**config.mk**
```make
export PLATFORM = sky130hd
export DESIGN_NAME = tmoc_top
export DESIGN_NICKNAME = d
export VERILOG_FILES = /design/src/include/tmoc_pkg.sv /design/src/rtl/tmoc_dead_delay.sv /design/src/rtl/tmoc_top.sv
export SDC_FILE = /design/constraint.sdc
export NUM_CORES = 1
export LEC_CHECK = 0
export BUFFER_PORTS_ARGS = -buffer_cell sky130_fd_sc_hd__buf_2
export CAP_MARGIN = 10
export CORE_ASPECT_RATIO = 0.9
export CORE_MARGIN = 5
export CORE_UTILIZATION = 55
export DETAILED_ROUTE_END_ITERATION = 12
export HOLD_SLACK_MARGIN = 0.08
export PLACE_DENSITY = 0.84
export SYNTH_ARGS = -nofsm -noshare
export SYNTH_HDL_FRONTEND = slang
export SYNTH_SLANG_ARGS = --single-unit
```
**constraint.sdc**
```tcl
create_clock -name ref_clk_in -period 5.1 [get_ports ref_clk_in]
set_input_delay 1.275 -clock ref_clk_in [delete_from_list [all_inputs] [get_ports ref_clk_in]]
set_output_delay 1.275 -clock ref_clk_in [all_outputs]
set_load 0.01 [all_outputs]
```
**src/include/tmoc_pkg.sv**
```systemverilog
package tmoc_pkg;
   // register byte offsets (32-bit words, APB)
   localparam logic [7:0] TMOC_OFF_CTL2 = 8'h04;
   localparam logic [7:0] TMOC_OFF_SMCFG = 8'h08;
   localparam logic [7:0] TMOC_OFF_CTL = 8'h20;
   localparam logic [7:0] TMOC_OFF_CHEN = 8'h24;
   localparam logic [7:0] TMOC_OFF_EVENT = 8'h28;
   localparam logic [7:0] TMOC_OFF_STAT = 8'h2C;
   localparam logic [7:0] TMOC_OFF_IRQEN = 8'h30;
   localparam logic [7:0] TMOC_OFF_IRQCLR = 8'h34;
   // timer_control_two field positions
   localparam int TMOC_B_SHADOW = 0;
   localparam int TMOC_B_CUC = 2;
   localparam int TMOC_B_DMA_SOURCE_SELECT = 3;
   localparam int TMOC_B_MM_LO = 4;
   localparam int TMOC_B_TIS = 7;
   localparam int TMOC_B_IDLE_LO = 8;
   localparam int TMOC_IDLE_W = 7;
   // writable mask of timer_control_two; bits 31:15 and 1 reserved
   localparam logic [31:0] TMOC_CTL2_MASK = 32'h00007FFD;
   localparam logic [31:0] TMOC_CTL2_RST = 32'h00000000;
   localparam logic [31:0] TMOC_SMCFG_MASK = 32'h0000FFF7;
   localparam logic [31:0] TMOC_SMCFG_RST = 32'h00000000;
   // own control register: bit0 counter enable, 1 update disable,
   // 2 update source, 3 primary output enable, 5:4 protection level
   localparam int TMOC_B_CEN = 0;
   localparam int TMOC_B_UDIS = 1;
   localparam int TMOC_B_USRC = 2;
   localparam int TMOC_B_POE = 3;
   localparam int TMOC_B_PROTECTION_LEVEL = 4;
   // event register: bit0 update generation, bit1 commutation generation
   localparam int TMOC_B_UG = 0;
   localparam int TMOC_B_CG = 1;
   localparam logic [1:0] TMOC_PROTECTION_LEVEL_OPEN = 2'h0;
   localparam int TMOC_NSTAT = 3;
   // sticky event bits
   localparam int TMOC_S_TRG = 0;
   localparam int TMOC_S_UPD = 1;
   localparam int TMOC_S_COM = 2;
   // width in bits of the dead time count, which is in timer clock cycles
   localparam int TMOC_DEAD_W = 8;

   typedef enum logic [2:0] {
      TMOC_MM_RESET = 3'b000,
      TMOC_MM_START = 3'b001,
      TMOC_MM_UPDATE = 3'b010,
      TMOC_MM_CC0 = 3'b011,
      TMOC_MM_REF0 = 3'b100,
      TMOC_MM_REF1 = 3'b101,
      TMOC_MM_REF2 = 3'b110,
      TMOC_MM_REF3 = 3'b111
   } tmoc_mm_type;

   // core timer events seen by the block
   typedef struct packed {
      logic overflow;
      logic restart;
      logic trig_pause;
      logic [3:0] cc_event;
      logic [3:0] ref_event;
   } tmoc_evt_type;

   // active channel levels from the compare logic
   typedef struct packed {
      logic [3:0] main;
      logic [2:0] comp;
   } tmoc_lvl_type;
endpackage

```
**src/rtl/tmoc_dead_delay.sv**
```systemverilog
`timescale 1ns/10ps
module tmoc_dead_delay #(
   parameter int W = 8
) (
   // clock and reset
   input wire logic ref_clk_in,
   input wire logic rst_in,
   // control
   input wire logic [W-1:0] dead_in,
   input wire logic level_in,
   // delayed level
   output logic level_out
);
   logic [W-1:0] cnt_q;
   logic [W-1:0] cnt_d;
   logic out_q;
   logic out_d;
   wire differs = level_in != out_q;
   wire done = cnt_q >= dead_in;

   // a change is passed on only after it has held for the dead time
   always_comb begin
      cnt_d = '0;
      out_d = out_q;
      if (differs && done) begin
         out_d = level_in;
      end else if (differs) begin
         cnt_d = cnt_q + 1'b1;
      end
   end

   always_ff @(posedge ref_clk_in or posedge rst_in) begin
      if (rst_in) begin
         cnt_q <= '0;
         out_q <= 1'b0;
      end else begin
         cnt_q <= cnt_d;
         out_q <= out_d;
      end
   end

   assign level_out = out_q;
endmodule

```
**src/rtl/tmoc_top.sv**
```systemverilog
`timescale 1ns/10ps
// Overview of operation
// - output disabled: ch0 main shows idle bit
// - output disabled: ch0 comp shows idle bit
// - same idle levels for ch1, ch2; ch3 main only
// - idle bits writable only at protection 00
// - main idle change waits dead time on ch0-ch2
// - trigger input: pin0 or xor pins
// - mode 000: pulse on counter reset
// - mode 001: pulse on counter start
// - mode 010: pulse on update event
// - mode 011: pulse on ch0 capture/compare
// - modes 100-111: pulse on reference compare
// - dma request on channel or update
// - shadowed enables load at commutation
// - commutation by bit, optionally trigger edge
// - shadowing ignored without complementary output
// - update event sources unless disabled
module tmoc_top
   import tmoc_pkg::*;
#(
   parameter int DEAD_W = TMOC_DEAD_W
) (
   // clock and reset
   input wire logic ref_clk_in,
   input wire logic rst_in,
   // apb slave
   input wire logic psel_in,
   input wire logic penable_in,
   input wire logic pwrite_in,
   input wire logic [7:0] paddr_in,
   input wire logic [31:0] pwdata_in,
   output logic [31:0] prdata_out,
   output logic pready_out,
   output logic pslverr_out,
   // timer core
   input wire logic [2:0] chan_pin_in,
   input wire tmoc_pkg::tmoc_evt_type evt_in,
   input wire tmoc_pkg::tmoc_lvl_type lvl_in,
   input wire logic [DEAD_W-1:0] dead_time_in,
   // outputs
   output logic [3:0] chan_main_out,
   output logic [2:0] chan_comp_out,
   output logic master_trigger_out,
   output logic [3:0] dma_req_out,
   output logic trigger_input_out,
   output logic irq_out
);
   import tmoc_pkg::*;

   logic [31:0] ctl2_q;
   logic [31:0] ctl2_d;
   logic [31:0] smcfg_q;
   logic [5:0] ctl_q;
   logic [5:0] ctl_d;
   logic [6:0] chen_pre_q;
   logic [6:0] chen_q;
   logic [6:0] chen_d;
   logic [TMOC_NSTAT-1:0] stat_q;
   logic [TMOC_NSTAT-1:0] stat_d;
   logic [TMOC_NSTAT-1:0] irqen_q;
   logic trg_q;
   logic trg_d;
   logic [3:0] dma_q;
   logic tin_q;
   logic [3:0] main_q;
   logic [2:0] comp_q;
   logic [3:0] main_d;
   logic [2:0] comp_d;
   logic [2:0] main_dly;

   function automatic logic hit(input logic [7:0] a, input logic [7:0] off);
      hit = a == off;
   endfunction

   // bus decode
   wire acc = psel_in && penable_in;
   wire wr = acc && pwrite_in;
   wire sel_ctl2 = hit(paddr_in, TMOC_OFF_CTL2);
   wire sel_smcfg = hit(paddr_in, TMOC_OFF_SMCFG);
   wire sel_ctl = hit(paddr_in, TMOC_OFF_CTL);
   wire sel_chen = hit(paddr_in, TMOC_OFF_CHEN);
   wire sel_evt = hit(paddr_in, TMOC_OFF_EVENT);
   wire sel_stat = hit(paddr_in, TMOC_OFF_STAT);
   wire sel_irqen = hit(paddr_in, TMOC_OFF_IRQEN);
   wire sel_irqclr = hit(paddr_in, TMOC_OFF_IRQCLR);
   wire mapped = sel_ctl2 || sel_smcfg || sel_ctl || sel_chen || sel_evt || sel_stat
      || sel_irqen || sel_irqclr;

   // control fields
   wire shadow_en = ctl2_q[TMOC_B_SHADOW];
   wire cuc = ctl2_q[TMOC_B_CUC];
   wire dma_source_select = ctl2_q[TMOC_B_DMA_SOURCE_SELECT];
   wire tis = ctl2_q[TMOC_B_TIS];
   wire [2:0] mm = ctl2_q[TMOC_B_MM_LO +: 3];
   wire [6:0] idle = ctl2_q[TMOC_B_IDLE_LO +: TMOC_IDLE_W];
   wire poe = ctl_q[TMOC_B_POE];
   wire [1:0] protection_level = ctl_q[TMOC_B_PROTECTION_LEVEL +: 2];
   wire upd_dis = ctl_q[TMOC_B_UDIS];
   wire upd_src = ctl_q[TMOC_B_USRC];

   // event strobes from software
   wire ug_wr = wr && sel_evt && pwdata_in[TMOC_B_UG];
   wire cg_wr = wr && sel_evt && pwdata_in[TMOC_B_CG];
   wire cen_set = wr && sel_ctl && pwdata_in[TMOC_B_CEN] && !ctl_q[TMOC_B_CEN];

   // trigger input select and edge
   wire tin = tis ? ^chan_pin_in : chan_pin_in[0];
   wire tin_rise = tin && !tin_q;

   // update event sources; source bit restricts to over/underflow
   wire upd_evt = !upd_dis && (evt_in.overflow
      || (!upd_src && (ug_wr || evt_in.restart)));
   wire cnt_reset = ug_wr || evt_in.restart || evt_in.overflow;
   wire cnt_start = cen_set || evt_in.trig_pause;
   wire com_evt = cg_wr || (cuc && tin_rise);

   // trigger output source
   always_comb begin
      case (tmoc_mm_type'(mm))
         TMOC_MM_RESET: trg_d = cnt_reset;
         TMOC_MM_START: trg_d = cnt_start;
         TMOC_MM_UPDATE: trg_d = upd_evt;
         TMOC_MM_CC0: trg_d = evt_in.cc_event[0];
         TMOC_MM_REF0: trg_d = evt_in.ref_event[0];
         TMOC_MM_REF1: trg_d = evt_in.ref_event[1];
         TMOC_MM_REF2: trg_d = evt_in.ref_event[2];
         default: trg_d = evt_in.ref_event[3];
      endcase
   end

   // control register two write; idle bits locked unless open protection
   wire [31:0] ctl2_wmask = (protection_level == TMOC_PROTECTION_LEVEL_OPEN) ? TMOC_CTL2_MASK
      : (TMOC_CTL2_MASK & ~(32'h0000007F << TMOC_B_IDLE_LO));
   assign ctl2_d = (wr && sel_ctl2) ? ((ctl2_q & ~ctl2_wmask) | (pwdata_in & ctl2_wmask))
      : ctl2_q;
   assign ctl_d = (wr && sel_ctl) ? pwdata_in[5:0] : ctl_q;

   // channel enables: bits 3:0 main, 6:4 comp; ch3 has no complement
   always_comb begin
      chen_d = chen_q;
      if (!shadow_en && wr && sel_chen) begin
         chen_d = pwdata_in[6:0];
      end else if (shadow_en) begin
         chen_d[3] = chen_pre_q[3];
         if (!(wr && sel_chen)) begin
            chen_d[3] = chen_q[3];
         end else begin
            chen_d[3] = pwdata_in[3];
         end
         if (com_evt) begin
            chen_d[2:0] = chen_pre_q[2:0];
            chen_d[6:4] = chen_pre_q[6:4];
         end
      end
   end

   // status: set wins over clear
   wire [TMOC_NSTAT-1:0] stat_set = {com_evt && shadow_en, upd_evt, trg_d};
   wire [TMOC_NSTAT-1:0] stat_clr = (wr && sel_irqclr) ? pwdata_in[TMOC_NSTAT-1:0] : '0;
   assign stat_d = (stat_q & ~stat_clr) | stat_set;

   // output levels
   wire [3:0] main_idle = {idle[6], idle[4], idle[2], idle[0]};
   wire [2:0] comp_idle = {idle[5], idle[3], idle[1]};
   always_comb begin
      for (int i = 0; i < 4; i++) begin
         main_d[i] = poe ? (lvl_in.main[i] & chen_q[i]) : main_idle[i];
      end
      for (int i = 0; i < 3; i++) begin
         comp_d[i] = poe ? (lvl_in.comp[i] & chen_q[4+i]) : comp_idle[i];
      end
   end

   genvar g;
   generate
      for (g = 0; g < 3; g++) begin : g_dead
         tmoc_dead_delay #(.W(DEAD_W)) u_dead (
            .ref_clk_in(ref_clk_in),
            .rst_in(rst_in),
            .dead_in(dead_time_in),
            .level_in(main_d[g]),
            .level_out(main_dly[g])
         );
      end
   endgenerate

   always_ff @(posedge ref_clk_in or posedge rst_in) begin
      if (rst_in) begin
         ctl2_q <= TMOC_CTL2_RST;
         ctl_q <= '0;
         stat_q <= '0;
         trg_q <= 1'b0;
         tin_q <= 1'b0;
      end else begin
         ctl2_q <= ctl2_d;
         ctl_q <= ctl_d;
         stat_q <= stat_d;
         trg_q <= trg_d;
         tin_q <= tin;
      end
   end

   always_ff @(posedge ref_clk_in or posedge rst_in) begin
      if (rst_in) begin
         smcfg_q <= TMOC_SMCFG_RST;
         irqen_q <= '0;
         chen_pre_q <= '0;
         chen_q <= '0;
      end else begin
         if (wr && sel_smcfg) smcfg_q <= pwdata_in & TMOC_SMCFG_MASK;
         if (wr && sel_irqen) irqen_q <= pwdata_in[TMOC_NSTAT-1:0];
         if (wr && sel_chen) chen_pre_q <= pwdata_in[6:0];
         chen_q <= chen_d;
      end
   end

   always_ff @(posedge ref_clk_in or posedge rst_in) begin
      if (rst_in) begin
         dma_q <= '0;
         main_q <= '0;
         comp_q <= '0;
      end else begin
         dma_q <= dma_source_select ? {4{upd_evt}} : evt_in.cc_event;
         main_q <= {main_d[3], main_dly};
         comp_q <= comp_d;
      end
   end

   // read mux
   wire [31:0] rd = sel_ctl2 ? ctl2_q
      : sel_smcfg ? smcfg_q
      : sel_ctl ? {26'h0, ctl_q}
      : sel_chen ? {25'h0, chen_q}
      : sel_stat ? {29'h0, stat_q}
      : sel_irqen ? {29'h0, irqen_q}
      : 32'h00000000;

   always_ff @(posedge ref_clk_in or posedge rst_in) begin
      if (rst_in) begin
         prdata_out <= '0;
      end else if (psel_in && !penable_in && !pwrite_in) begin
         prdata_out <= rd;
      end
   end

   assign pready_out = 1'b1;
   assign pslverr_out = acc && !mapped;
   assign chan_main_out = main_q;
   assign chan_comp_out = comp_q;
   assign master_trigger_out = trg_q;
   assign dma_req_out = dma_q;
   assign trigger_input_out = tin_q;
   assign irq_out = |(stat_q & irqen_q);

   // assertions
   property p_idle3;
      @(posedge ref_clk_in) disable iff (rst_in) !poe |=> chan_main_out[3] == $past(idle[6]);
   endproperty
   a_idle3: assert property (p_idle3) else $error("ch3 idle level wrong");
   property p_idle0_comp;
      @(posedge ref_clk_in) disable iff (rst_in) !poe |=> chan_comp_out[0] == $past(idle[1]);
   endproperty
   a_idle0_comp: assert property (p_idle0_comp) else $error("ch0 comp idle wrong");
   property p_protection_level;
      @(posedge ref_clk_in) disable iff (rst_in)
         (wr && sel_ctl2 && protection_level != TMOC_PROTECTION_LEVEL_OPEN) |=> $stable(idle);
   endproperty
   a_protection_level: assert property (p_protection_level) else $error("idle bits changed while locked");
   property p_trg_pulse;
      @(posedge ref_clk_in) disable iff (rst_in)
         (mm == 3'b010 && $past(mm) == 3'b010 && $past(upd_evt)) |-> master_trigger_out;
   endproperty
   a_trg_pulse: assert property (p_trg_pulse) else $error("update trigger missing");
   property p_trg_reset;
      @(posedge ref_clk_in) disable iff (rst_in) (mm == 3'b000 && ug_wr) |=> master_trigger_out;
   endproperty
   a_trg_reset: assert property (p_trg_reset) else $error("reset trigger missing");
   property p_trg_ref;
      @(posedge ref_clk_in) disable iff (rst_in)
         (mm == 3'b101) |=> master_trigger_out == $past(evt_in.ref_event[1]);
   endproperty
   a_trg_ref: assert property (p_trg_ref) else $error("ref trigger wrong");
   property p_tin;
      @(posedge ref_clk_in) disable iff (rst_in)
         tis |=> trigger_input_out == ^$past(chan_pin_in);
   endproperty
   a_tin: assert property (p_tin) else $error("xor trigger input wrong");
   property p_dma;
      @(posedge ref_clk_in) disable iff (rst_in) (dma_source_select && upd_evt) |=> dma_req_out == 4'hF;
   endproperty
   a_dma: assert property (p_dma) else $error("dma on update missing");
   property p_upd_dis;
      @(posedge ref_clk_in) disable iff (rst_in) upd_dis |-> !upd_evt;
   endproperty
   a_upd_dis: assert property (p_upd_dis) else $error("update while disabled");
   property p_shadow;
      @(posedge ref_clk_in) disable iff (rst_in)
         (shadow_en && !com_evt) |=> chen_q[2:0] == $past(chen_q[2:0]);
   endproperty
   a_shadow: assert property (p_shadow) else $error("shadow loaded early");
   property p_trg_start;
      @(posedge ref_clk_in) disable iff (rst_in)
         (mm == 3'b001 && cen_set) |=> master_trigger_out;
   endproperty
   a_trg_start: assert property (p_trg_start) else $error("start trigger missing");
   property p_trg_cc0;
      @(posedge ref_clk_in) disable iff (rst_in)
         (mm == 3'b011) |=> master_trigger_out == $past(evt_in.cc_event[0]);
   endproperty
   a_trg_cc0: assert property (p_trg_cc0) else $error("cc0 trigger wrong");
   property p_tin_pin;
      @(posedge ref_clk_in) disable iff (rst_in)
         !tis |=> trigger_input_out == $past(chan_pin_in[0]);
   endproperty
   a_tin_pin: assert property (p_tin_pin) else $error("pin trigger input wrong");
   property p_dma_cc;
      @(posedge ref_clk_in) disable iff (rst_in)
         !dma_source_select |=> dma_req_out == $past(evt_in.cc_event);
   endproperty
   a_dma_cc: assert property (p_dma_cc) else $error("dma on capture wrong");
   property p_com_edge;
      @(posedge ref_clk_in) disable iff (rst_in)
         (shadow_en && cuc && tin_rise) |=> chen_q[2:0] == $past(chen_pre_q[2:0]);
   endproperty
   a_com_edge: assert property (p_com_edge) else $error("edge commutation missing");
   property p_ch3_direct;
      @(posedge ref_clk_in) disable iff (rst_in)
         (shadow_en && wr && sel_chen) |=> chen_q[3] == $past(pwdata_in[3]);
   endproperty
   a_ch3_direct: assert property (p_ch3_direct) else $error("ch3 enable shadowed");
   property p_upd_src;
      @(posedge ref_clk_in) disable iff (rst_in)
         (upd_src && !evt_in.overflow) |-> !upd_evt;
   endproperty
   a_upd_src: assert property (p_upd_src) else $error("restricted update source");
   c_trg: cover property (@(posedge ref_clk_in) master_trigger_out);
   c_com: cover property (@(posedge ref_clk_in) shadow_en && com_evt);
   c_irq: cover property (@(posedge ref_clk_in) irq_out);
   c_dead: cover property (@(posedge ref_clk_in) main_dly[0] != main_d[0]);
   c_lock: cover property (@(posedge ref_clk_in) wr && sel_ctl2 && protection_level != TMOC_PROTECTION_LEVEL_OPEN);
endmodule

```
### Yosys cells after proc, flatten, opt, wreduce, memory -nomap -nowiden

Index checks and enable logic that the tools add are counted.

* $add $sub $neg: 3
* magnitude comparators: 3
* equality and inequality tests: 17
* mux-type cells: 29
* bitwise logic cells: 15
* reduce and logical (&&, ||, !) cells: 55

Operator list (count)
* equality test 8 x 6 -> 1 bit, second input constant: 6
* 2-to-1 mux 8 bit: 6
* bitwise AND 32 x 15 -> 32 bit: 1
* bitwise AND 32 bit: 1
* 2-to-1 mux 32 bit: 1
* inverter 15 -> 32 bit: 1
* bitwise OR 32 bit: 1
* 2-to-1 mux 7 bit: 4
* logical AND 1 bit: 26
* adder 8 x 1 -> 8 bit, second input constant: 3
* greater-or-equal comparator 8 bit: 3
* 2-to-1 mux 16 bit: 1
* 2-to-1 mux 15 bit: 1
* 2-to-1 mux 3 bit: 5
* logical OR 1 bit: 12
* equality test 3 bit, second input constant: 3
* 2-to-1 mux 1 bit: 9
* equality test 8 x 3 -> 1 bit, second input constant: 1
* equality test 8 x 4 -> 1 bit, second input constant: 1
* logical NOT 1 bit: 8
* bitwise AND 1 bit: 7
* one-hot mux 1 bit (7 select lines): 1
* bitwise AND 3 bit: 2
* equality test 3 x 2 -> 1 bit, second input constant: 2
* other kinds (11): 16

* register bits: 145
* input port bits: 74
* output and inout bits: 48

### Logic depth before layout (Yosys ltp)

Gate-level depths: netlist of the first run.

* depth after elaboration: 10
* gate-level depth with buffers: 8
* depth with buffers taken out: 8

### Cells and area by module

From an unflattened synthesis of the first run, not the netlist that was laid out.

* cells, all modules: 550
* area total of the unflattened synthesis: 5959.5 µm²

Modules (own cells, without submodules)
* tmoc_top: instances 1, cells an instance 364, area an instance 4075.2 µm², sequential area each 2077.0 µm²
* tmoc_dead_delay: instances 3, cells an instance 62, area an instance 628.1 µm², sequential area each 225.2 µm²

### Worst setup path before layout of the first run

Ideal clock, no wire load.

* path kind: input to output
* start: input paddr_in[1]
* end: output pslverr_out
* arrival: 2.368 ns
* data required time: 3.825 ns
* setup slack: 1.457 ns
* stages: 6
* cells stage by stage: nor2_2 -> and3_1 -> buf_4 -> nor2b_4 -> buf_2 -> nor4_1

* cells in the longest elaborated chain, start to end: 10
* elaborated cells between the ends (all ways): 17

Ends and longest elaborated chain
* from (decl): RTL line tmoc_top.sv:31 `input wire logic [7:0] paddr_in,`
* equality test 8 x 3 -> 1 bit or equality test 8 x 4 -> 1 bit (tied branches): RTL line tmoc_top.sv:73 `hit = a == off;`
* logical OR 1 bit (5 in a row): RTL line tmoc_top.sv:87 `wire mapped = sel_ctl2 || sel_smcfg || sel_ctl || sel_chen || sel_evt || sel_stat`
* logical OR 1 bit: RTL line tmoc_top.sv:88 `|| sel_irqen || sel_irqclr;`
* logical OR 1 bit *: RTL line tmoc_top.sv:88
* logical NOT 1 bit *: RTL line tmoc_top.sv:248 `assign pslverr_out = acc && !mapped;`
* logical AND 1 bit *: RTL line tmoc_top.sv:248
* to (decl): RTL line tmoc_top.sv:35 `output logic pslverr_out,`

Mark *: on every way between the ends. The rest lies on a longest branch, timed or not.

### Worst setup path in the final report of the first run

Ends and elaborated chain as after synthesis.

==> flow_summary.json, run 1 <==
{
  "tns_ns": 0,
  "min_from": "g_dead[1].u_dead.level_out",
  "core_mm2": 0.0103,
  "cts.htree.levels": 3,
  "die_x_um": 119,
  "first_pass_iters": 4,
  "ir_drop_v": 0.000218,
  "clockPowerShare": 0.341,
  "ys_ff_latch": 110,
  "arrival_ns": 2.73,
  "clk_pin_slew_ns": 0.07,
  "hp-class": "flop to flop",
  "cts_tree": "done",
  "power.density_mw_per_mm2": 301,
  "maxCapViolations": 0,
  "grt_first_pass_wirelength_um": 22800,
  "cts_hold_buffers": 0,
  "ys_types": 62,
  "cts.sinks": 110,
  "final_nets": 725,
  "area_delta_synth_final_pct": 13.0,
  "crit_fanout": 11,
  "antenna_found_initial": 0,
  "ys_seq_area_frac": 0.472,
  "yosysWarnings": 0,
  "setup_viol": 0,
  "crit_type": "primary input to output port",
  "clkLatencyLatePin_ns": 0.36,
  "wl_um": 13600,
  "internal_power_mw": 1.41,
  "drc": 0,
  "gp_congestion": 0.894,
  "grt_util_all_layers": 0.225,
  "ys.flop_type": "dfrtp_1",
  "die_area_mm2": 0.0128,
  "insertedDiodeCount": 0,
  "rsz0062_at_grt": "no",
  "synth_edf_count": 0,
  "post_cts_resize_count": 0,
  "syn_area_per_cell_um2": 10.8,
  "end_kind": "output port",
  "yosysMostFrequentCell": "dfrtp_1",
  "layout_min_cycle_time_ns": 4.01,
  "combPwrFrac": 0.158,
  "p_sw_frac": 0.290,
  "rows": 35,
  "fin_cells": 758,
  "crit_path_start": "paddr_in[1]",
  "drt_iter0_markers": 334,
  "synth_cells": 539,
  "final-max-slew-violation-count": 0,
  "utilization": 0.640,
  "yosys.area.top_type_share": 0.472,
  "place_inst": 742,
  "cts_buffer_depth": 2,
  "place_hpwl_um": 10200,
  "drive_gt1_frac": 0.272,
  "p_leak_nw": 3.31,
  "cp.required_ns": 3.83,
  "n_fill_cell": 801,
  "ioPinCount": 122,
  "cts_buffers": 9,
  "synth_area_mm2": 0.00583,
  "fmax_mhz": 250,
  "switching_power_uw": 575,
  "slew_headroom": 0.542,
  "initial_core_util": 0.566,
  "finalHoldViolCount": 0,
  "skew_ns": 0.00775,
  "timing.rr.start": "g_dead[0].u_dead.cnt_q[0]",
  "synth_common_cells": "dfrtp_1, nor2_1, nand2_1",
  "fin_crit_sh": 0.785,
  "grt_max_degree": 57,
  "dieHeight_um": 108,
  "grt_pass1_vias": 4388,
  "vias_per_cell": 5.63,
  "port_buffers": 88,
  "status": "complete, no violations",
  "post-cts-setup-buffer-count": 0,
  "seq_power_share": 0.501,
  "routedWlPerCell_um": 18.0,
  "drtAntennaViolNets": 0,
  "start_kind": "primary input",
  "async_flop_share": 1.00,
  "route.vias.total": 4270,
  "synth_largest_area_cell": "dfrtp_1",
  "worst_pin_slew_ns": 0.687,
  "cts_root_buffer": "clkbuf_16",
  "yosys-top-cells-area": "dfrtp_1, ha_1, mux2_2",
  "hold-worst-slack_ns": 0.422,
  "grt-ovfl-total": 0
}
[layer usage]
layer	global-route usage	vias up	share of wire
met4	0.0583	0	0.020
met3	0.0589	21	0.052
met1	0.292	2094	0.43
li1	-	2021	-
met2	0.377	134	0.50
met5	0	-	0
[cell type report]
class                   count  area (um^2)  share of cell area
inverters                  30          115              0.0175
clock inverters             7         57.6             0.00874
repair buffers             94          485              0.0737
flip-flops and latches    110         2750               0.418
well taps                 129          161              0.0245
multi-input cells         379         2790               0.423
clock buffers               9          225              0.0342
[stage by stage]
step / setup WS, ns / area (um^2) / power [mW]
after global placement: 1.14 / 6300 / 1.30
after floorplan: 0.923 / 5880 / 1.21
final: 1.09 / 6580 / 1.98
after CTS: 1.11 / 6580 / 2.00
after detailed placement: 1.11 / 6300 / 1.32
after global routing: 0.953 / 6580 / 2.09
[cell families after synthesis]
| kind of cell | Yosys count | synth area share |
|---|---|---|
| AOI/OAI and AO/OA | 101 | 0.125 |
| and+or+nand+nor | 160 | 0.147 |
| xor gates and xnor gates | 23 | 0.0346 |
| DFF | 110 | 0.472 |
| other | 2 | 0.00129 |
| muxes | 51 | 0.103 |
| buffers and inverters | 65 | 0.0593 |
| adders and majority gates | 27 | 0.0580 |
[sequential cells by signal, indices dropped and copies added, names as in the netlist, named ones only]
| register | cells |
|---|---|
| g_dead.u_dead.cnt_q | 24 |
| prdata_out | 16 |
| smcfg_q | 15 |
| chen_q | 7 |
| ctl2_q | 7 |
| chen_pre_q | 6 |
| ctl_q | 6 |
| chan_main_out | 4 |
| dma_req_out | 4 |
| chan_comp_out | 3 |
| g_dead.u_dead.level_out | 3 |
| irqen_q | 3 |
| stat_q | 3 |
| master_trigger_out | 1 |
| trigger_input_out | 1 |
[placed cells by master, fill, tap and decap left out, types with 4 or more instances in the layout]
master	Yosys	final
mux2i_1	10	10
ha_1	27	27
and3_1	9	9
a21oi_1	15	15
dfrtp_1	110	110
mux2_2	27	27
a21o_1	14	14
nand2b_1	5	5
o21ai_1	7	7
a31oi_1	4	4
xor2_1	14	14
nor2b_1	8	8
o21ai_0	24	24
inv_1	30	29
buf_4	19	6
conb_1	2	17
nor2_1	56	56
mux2_1	4	4
nor3b_1	4	4
a221oi_1	10	10
clkbuf_16	0	9
nand3_1	19	19
mux2_4	10	10
nand2_1	35	35
buf_2	6	88
xnor2_1	9	9
[worst paths after layout]
| kind | to | slack, ns | depth (start not counted) |
|---|---|---|---|
| setup reg to reg | g_dead[0].u_dead.cnt_q[0] | 2.87 | 8 |
| max in group asynchronous | chen_q[2] | 3.52 | 3 |
| min in group asynchronous | prdata_out[9] | 1.12 | 3 |
| hold reg to reg | chan_main_out[1] | 0.42 | 0 |
| hold / removal | chan_main_out[1] | 0.42 | 0 |
| setup / recovery | pslverr_out | 1.09 | 6 |
[critical path: stages]
cell     delay, ns
buf_2         0.15
nor2_2        0.22
and3_1        0.42
nor2b_4       0.39
nor4_1        0.12
buf_2         0.15
[power by group through the flow]
| stage | registers [mW] | logic (mW) | clock network, mW |
|---|---|---|---|
| after detailed placement | 1.01 | 0.313 | 0 |
| after floorplan | 1.01 | 0.207 | 0 |
| after global routing | 1.00 | 0.357 | 0.730 |
| final | 0.993 | 0.313 | 0.675 |
| after CTS | 0.992 | 0.317 | 0.690 |
| after global placement | 1.00 | 0.300 | 0 |
Power figures use the tool's default switching activity.
==> inputs of run 2 (changes only) <==
==> constraint.sdc (replaced) <==
create_clock -name ref_clk_in -period 3.9 [get_ports ref_clk_in]
set_input_delay 0.975 -clock ref_clk_in [delete_from_list [all_inputs] [get_ports ref_clk_in]]
set_output_delay 0.975 -clock ref_clk_in [all_outputs]
set_load 0.01 [all_outputs]
==> flow_summary.json, run 2 (synthesis results as in run 1) <==
{
  "place_hpwl_um": 10300,
  "drive_gt1_frac": 0.271,
  "register_area_mm2": 0.00275,
  "path_buf_inv": 2,
  "n_fill_cell": 804,
  "cts_hold_buffers": 0,
  "cts_buffers": 9,
  "rsz0062_at_grt": "no",
  "status": "complete, no violations",
  "clkLatencyLatePin_ns": 0.35,
  "path_cells": "buf_2 > nor2_2 > and3_1 > nor2b_4 > nor4_1 > buf_2",
  "worst_pin_slew_ns": 0.619,
  "routedWlPerCell_um": 18.1,
  "setup_viol": 0,
  "crit_fanout": 11,
  "wl_um": 13700,
  "cts.sinks": 110,
  "maxCapViolations": 0,
  "end_kind": "output port",
  "area_delta_synth_final_pct": 13.6,
  "first_pass_iters": 5,
  "drc": 0,
  "cp.required_ns": 2.92,
  "start_kind": "primary input",
  "tns_ns": 0,
  "crit_family": "simple AND/OR/NAND/NOR gates",
  "grt_max_degree": 111,
  "slew_headroom": 0.587,
  "multi_input_area_mm2": 0.00279,
  "crit_cells": 6,
  "fin_ws_ns": 0.500,
  "cts_root_buffer": "clkbuf_16",
  "grt_pass1_vias": 4400,
  "layout_min_cycle_time_ns": 3.40,
  "reg_top3": "g_dead.u_dead.cnt_q x24, prdata_out x16, smcfg_q x15",
  "largest_reg_flops": 24,
  "slowest_delay_ns": 0.42,
  "dieHeight_um": 108,
  "clk_pin_slew_ns": 0.07,
  "switching_power_uw": 761,
  "clockPowerShare": 0.360,
  "route.vias.total": 4327,
  "port_buffers": 88,
  "cts_buffer_depth": 2,
  "cts_tree": "done",
  "post-cts-setup-buffer-count": 0,
  "p_leak_nw": 3.33,
  "final_common_cell": "dfrtp_1",
  "core_mm2": 0.0103,
  "seq_power_share": 0.487,
  "crit_type": "primary input to output port",
  "hp-class": "flop to flop",
  "p_sw_frac": 0.285,
  "fin_crit_sh": 0.872,
  "grt_first_pass_wirelength_um": 22200,
  "pre_cts_slack_ns": 0.547,
  "ioPinCount": 122,
  "initial_core_util": 0.566,
  "fin_cells": 757,
  "die_area_mm2": 0.0128,
  "final_nets": 724,
  "drtAntennaViolNets": 0,
  "finalHoldViolCount": 0,
  "top_register": "g_dead.u_dead.cnt_q",
  "die_x_um": 119,
  "skew_ns": 0.00718,
  "post_cts_resize_count": 0,
  "place_inst": 741,
  "final-max-slew-violation-count": 0,
  "combPwrFrac": 0.153,
  "cpMostUsedCell": "buf_2",
  "power.density_mw_per_mm2": 403,
  "gp_congestion": 0.931,
  "hold_depth": 0,
  "ir_drop_v": 0.000371,
  "reg2regPathDepth": 8,
  "cp_slowest_cell": "nor2b_4",
  "fmax_mhz": 294,
  "final_cell_mix": "dfrtp_1, buf_2, nor2_1",
  "grt-ovfl-total": 0,
  "cts.htree.levels": 3,
  "grt_util_all_layers": 0.218,
  "insertedDiodeCount": 0,
  "drt_iter0_markers": 409,
  "rows": 35,
  "arrival_ns": 2.43,
  "vias_per_cell": 5.72,
  "antenna_found_initial": 0,
  "internal_power_mw": 1.91
}
## run 2: metal layers
layer,GRT usage,vias up,share of wire
met5,0,-,0
met4,0.0769,0,0.018
met1,0.277,2141,0.42
li1,-,2019,-
met3,0.0436,27,0.057
met2,0.374,140,0.51
## run 2: final cells by class
cell class,count,area share
Inverter,30,0.0174
Timing Repair Buffer,93,0.0741
Multi-Input combinational cell,379,0.421
Sequential cell,110,0.416
Clock inverter,7,0.0138
Clock buffer,9,0.0340
Tap cell,129,0.0244
## run 2: worst reg2reg max path, stage by stage, from the launching register on
cell and delay [ns]:
dfrtp_1 0.41, inv_1 0.07, ha_1 0.26, nand2b_1 0.14, a21o_1 0.17, a21o_1 0.18
a2111oi_2 0.42, o21ai_1 0.32, nor2_1 0.23
## run 2: worst paths after layout
kind | slack [ns] | endpoint | startpoint
setup / recovery | 0.50 | pslverr_out | paddr_in[1]
hold / removal | 0.42 | chan_main_out[0] | g_dead[0].u_dead.level_out
setup reg to reg | 1.62 | g_dead[1].u_dead.cnt_q[4] | g_dead[1].u_dead.cnt_q[0]
hold reg to reg | 0.42 | chan_main_out[0] | g_dead[0].u_dead.level_out
max in group asynchronous | 2.73 | ctl2_q[0] | rst_in
min in group asynchronous | 0.76 | g_dead[2].u_dead.cnt_q[2] | rst_in
## run 2: through the flow
step / hold WS [ns] / total power, mW / instance area [um^2] / util
after floorplan: 0.387 / 1.59 / 5880 / -
after global placement: 0.410 / 1.71 / 6310 / 0.613
after detailed placement: 0.420 / 1.73 / 6310 / 0.613
after CTS: 0.428 / 2.69 / 6620 / 0.644
after global routing: 0.447 / 2.80 / 6620 / 0.644
final: 0.423 / 2.67 / 6620 / 0.644
## run 2: power groups by stage
stage	Combinational, mW	Clock (mW)	Sequential, mW
floorplan	0.271	0	1.32
CTS	0.414	0.979	1.30
global route	0.460	1.03	1.31
detailed placement	0.409	0	1.32
finish	0.409	0.962	1.30
global placement	0.390	0	1.32
==> inputs of run 3 (changes only) <==
==> constraint.sdc (replaced) <==
create_clock -name ref_clk_in -period 3.8 [get_ports ref_clk_in]
set_input_delay 0.95 -clock ref_clk_in [delete_from_list [all_inputs] [get_ports ref_clk_in]]
set_output_delay 0.95 -clock ref_clk_in [all_outputs]
set_load 0.1 [all_outputs]
==> flow_summary.json, run 3 (synthesis results as in run 1) <==
{
  "status": "complete, no violations",
  "register_area_mm2": 0.00275,
  "post-cts-setup-buffer-count": 0,
  "arrival_ns": 2.30,
  "timing.rr.start": "g_dead[1].u_dead.cnt_q[0]",
  "core_mm2": 0.0103,
  "die_x_um": 119,
  "fin_cells": 757,
  "cts_buffer_depth": 2,
  "slew_headroom": 0.423,
  "reg2regPathDepth": 8,
  "skew_ns": 0.00911,
  "clk_pin_slew_ns": 0.07,
  "highest_layer": "met4",
  "crit_fanout": 11,
  "cp.required_ns": 2.85,
  "dpl_cell_area_mm2": 0.00634,
  "drt_iter0_markers": 399,
  "vias_per_cell": 5.62,
  "reg_top3": "g_dead.u_dead.cnt_q x24, prdata_out x16, smcfg_q x15",
  "n_fill_cell": 809,
  "p_leak_nw": 3.31,
  "layout_min_cycle_time_ns": 3.25,
  "start_kind": "primary input",
  "cts_hold_buffers": 0,
  "initial_core_util": 0.566,
  "place_inst": 742,
  "port_buffers": 88,
  "regToRegSetupSlack_ns": 1.63,
  "cts_buffers": 9,
  "fin_crit_sh": 0.855,
  "place_hpwl_um": 9980,
  "tns_ns": 0,
  "power_mw": 2.93,
  "multi_input_area_mm2": 0.00280,
  "crit_path_start": "paddr_in[4]",
  "seq_power_share": 0.455,
  "routedWlPerCell_um": 17.5,
  "first_pass_iters": 5,
  "worst_pin_slew_ns": 0.864,
  "fmax_mhz": 308,
  "rsz0062_at_grt": "no",
  "maxCapViolations": 0,
  "antenna_found_initial": 0,
  "grt-ovfl-total": 0,
  "drc": 0,
  "crit_type": "primary input to output port",
  "wl_met1_um": 5870,
  "clkLatencyLatePin_ns": 0.35,
  "final_nets": 725,
  "switching_power_mw": 1.04,
  "fin_area_mm2": 0.00662,
  "final_common_cell": "dfrtp_1",
  "internal_power_mw": 1.88,
  "route.vias.total": 4251,
  "combPwrFrac": 0.248,
  "drtAntennaViolNets": 0,
  "post_cts_resize_count": 0,
  "wl_um": 13300,
  "ir_drop_v": 0.000306,
  "clockPowerShare": 0.297,
  "grt_first_pass_wirelength_um": 21900,
  "grt_pass1_vias": 4416,
  "grt_max_degree": 111,
  "largest_reg_flops": 24,
  "wl_met3_um": 776,
  "final_cell_mix": "dfrtp_1, buf_2, nor2_1",
  "ioPinCount": 122,
  "drive_gt1_frac": 0.272,
  "cts_root_buffer": "clkbuf_16",
  "end_kind": "output port",
  "route.met2.wl_um": 6440,
  "final-max-slew-violation-count": 0,
  "p_sw_frac": 0.356,
  "top_register": "g_dead.u_dead.cnt_q",
  "cts.htree.levels": 3,
  "rows": 35,
  "hp-class": "flop to flop",
  "dieHeight_um": 108,
  "gp_congestion": 0.893,
  "cp-endpoint": "pslverr_out",
  "grt_util_all_layers": 0.214,
  "cts.sinks": 110,
  "power.density_mw_per_mm2": 442,
  "setup_viol": 0,
  "die_area_mm2": 0.0128,
  "timing.rr.end": "g_dead[1].u_dead.cnt_q[7]",
  "insertedDiodeCount": 0,
  "finalHoldViolCount": 0,
  "cts_tree": "done",
  "area_delta_synth_final_pct": 13.5
}
## run 3: layout make-up
class,instances,area share
Clock buffer,9,0.0340
Sequential cell,110,0.416
Timing Repair Buffer,94,0.0775
Tap cell,129,0.0244
Clock inverter,6,0.00700
Multi-Input combinational cell,379,0.423
Inverter,30,0.0176
## run 3: critical path, cell delays in order
cell      delay [ns]
buf_2           0.17
nor3_4          0.35
nand2b_2        0.19
nor2b_4         0.35
nor4_4          0.10
buf_12          0.18
## run 3: worst min-delay path by stage
stage,start,to,cells after the start
2_1_floorplan,g_dead[2].u_dead.level_out,chan_main_out[2],0
3_3_place_gp,g_dead[2].u_dead.level_out,chan_main_out[2],0
3_5_place_dp,g_dead[2].u_dead.level_out,chan_main_out[2],0
4_1_cts,g_dead[2].u_dead.level_out,chan_main_out[2],0
5_1_grt,g_dead[2].u_dead.level_out,chan_main_out[2],0
6_report,g_dead[2].u_dead.level_out,chan_main_out[2],0
## run 3: power groups by stage
stage / Combinational, mW / Clock (mW) / Sequential, mW
global route: 0.776 / 0.935 / 1.34
global placement: 0.703 / 0 / 1.35
detailed placement: 0.726 / 0 / 1.35
floorplan: 0.352 / 0 / 1.57
CTS: 0.729 / 0.889 / 1.33
finish: 0.724 / 0.869 / 1.33
## run 3: metrics by stage
stage	hold slack (ns)	util	worst slack [ns]
global placement	0.403	0.617	0.593
floorplan	0.387	-	0.144
CTS	0.425	0.643	0.566
global route	0.448	0.643	0.438
finish	0.423	0.643	0.550
detailed placement	0.409	0.617	0.564
## run 3: metal layers
| metal | up-vias | GRT usage |
|---|---|---|
| li1 | 2037 | - |
| met2 | 134 | 0.353 |
| met1 | 2061 | 0.280 |
| met5 | - | 0 |
| met3 | 19 | 0.0610 |
| met4 | 0 | 0.0526 |
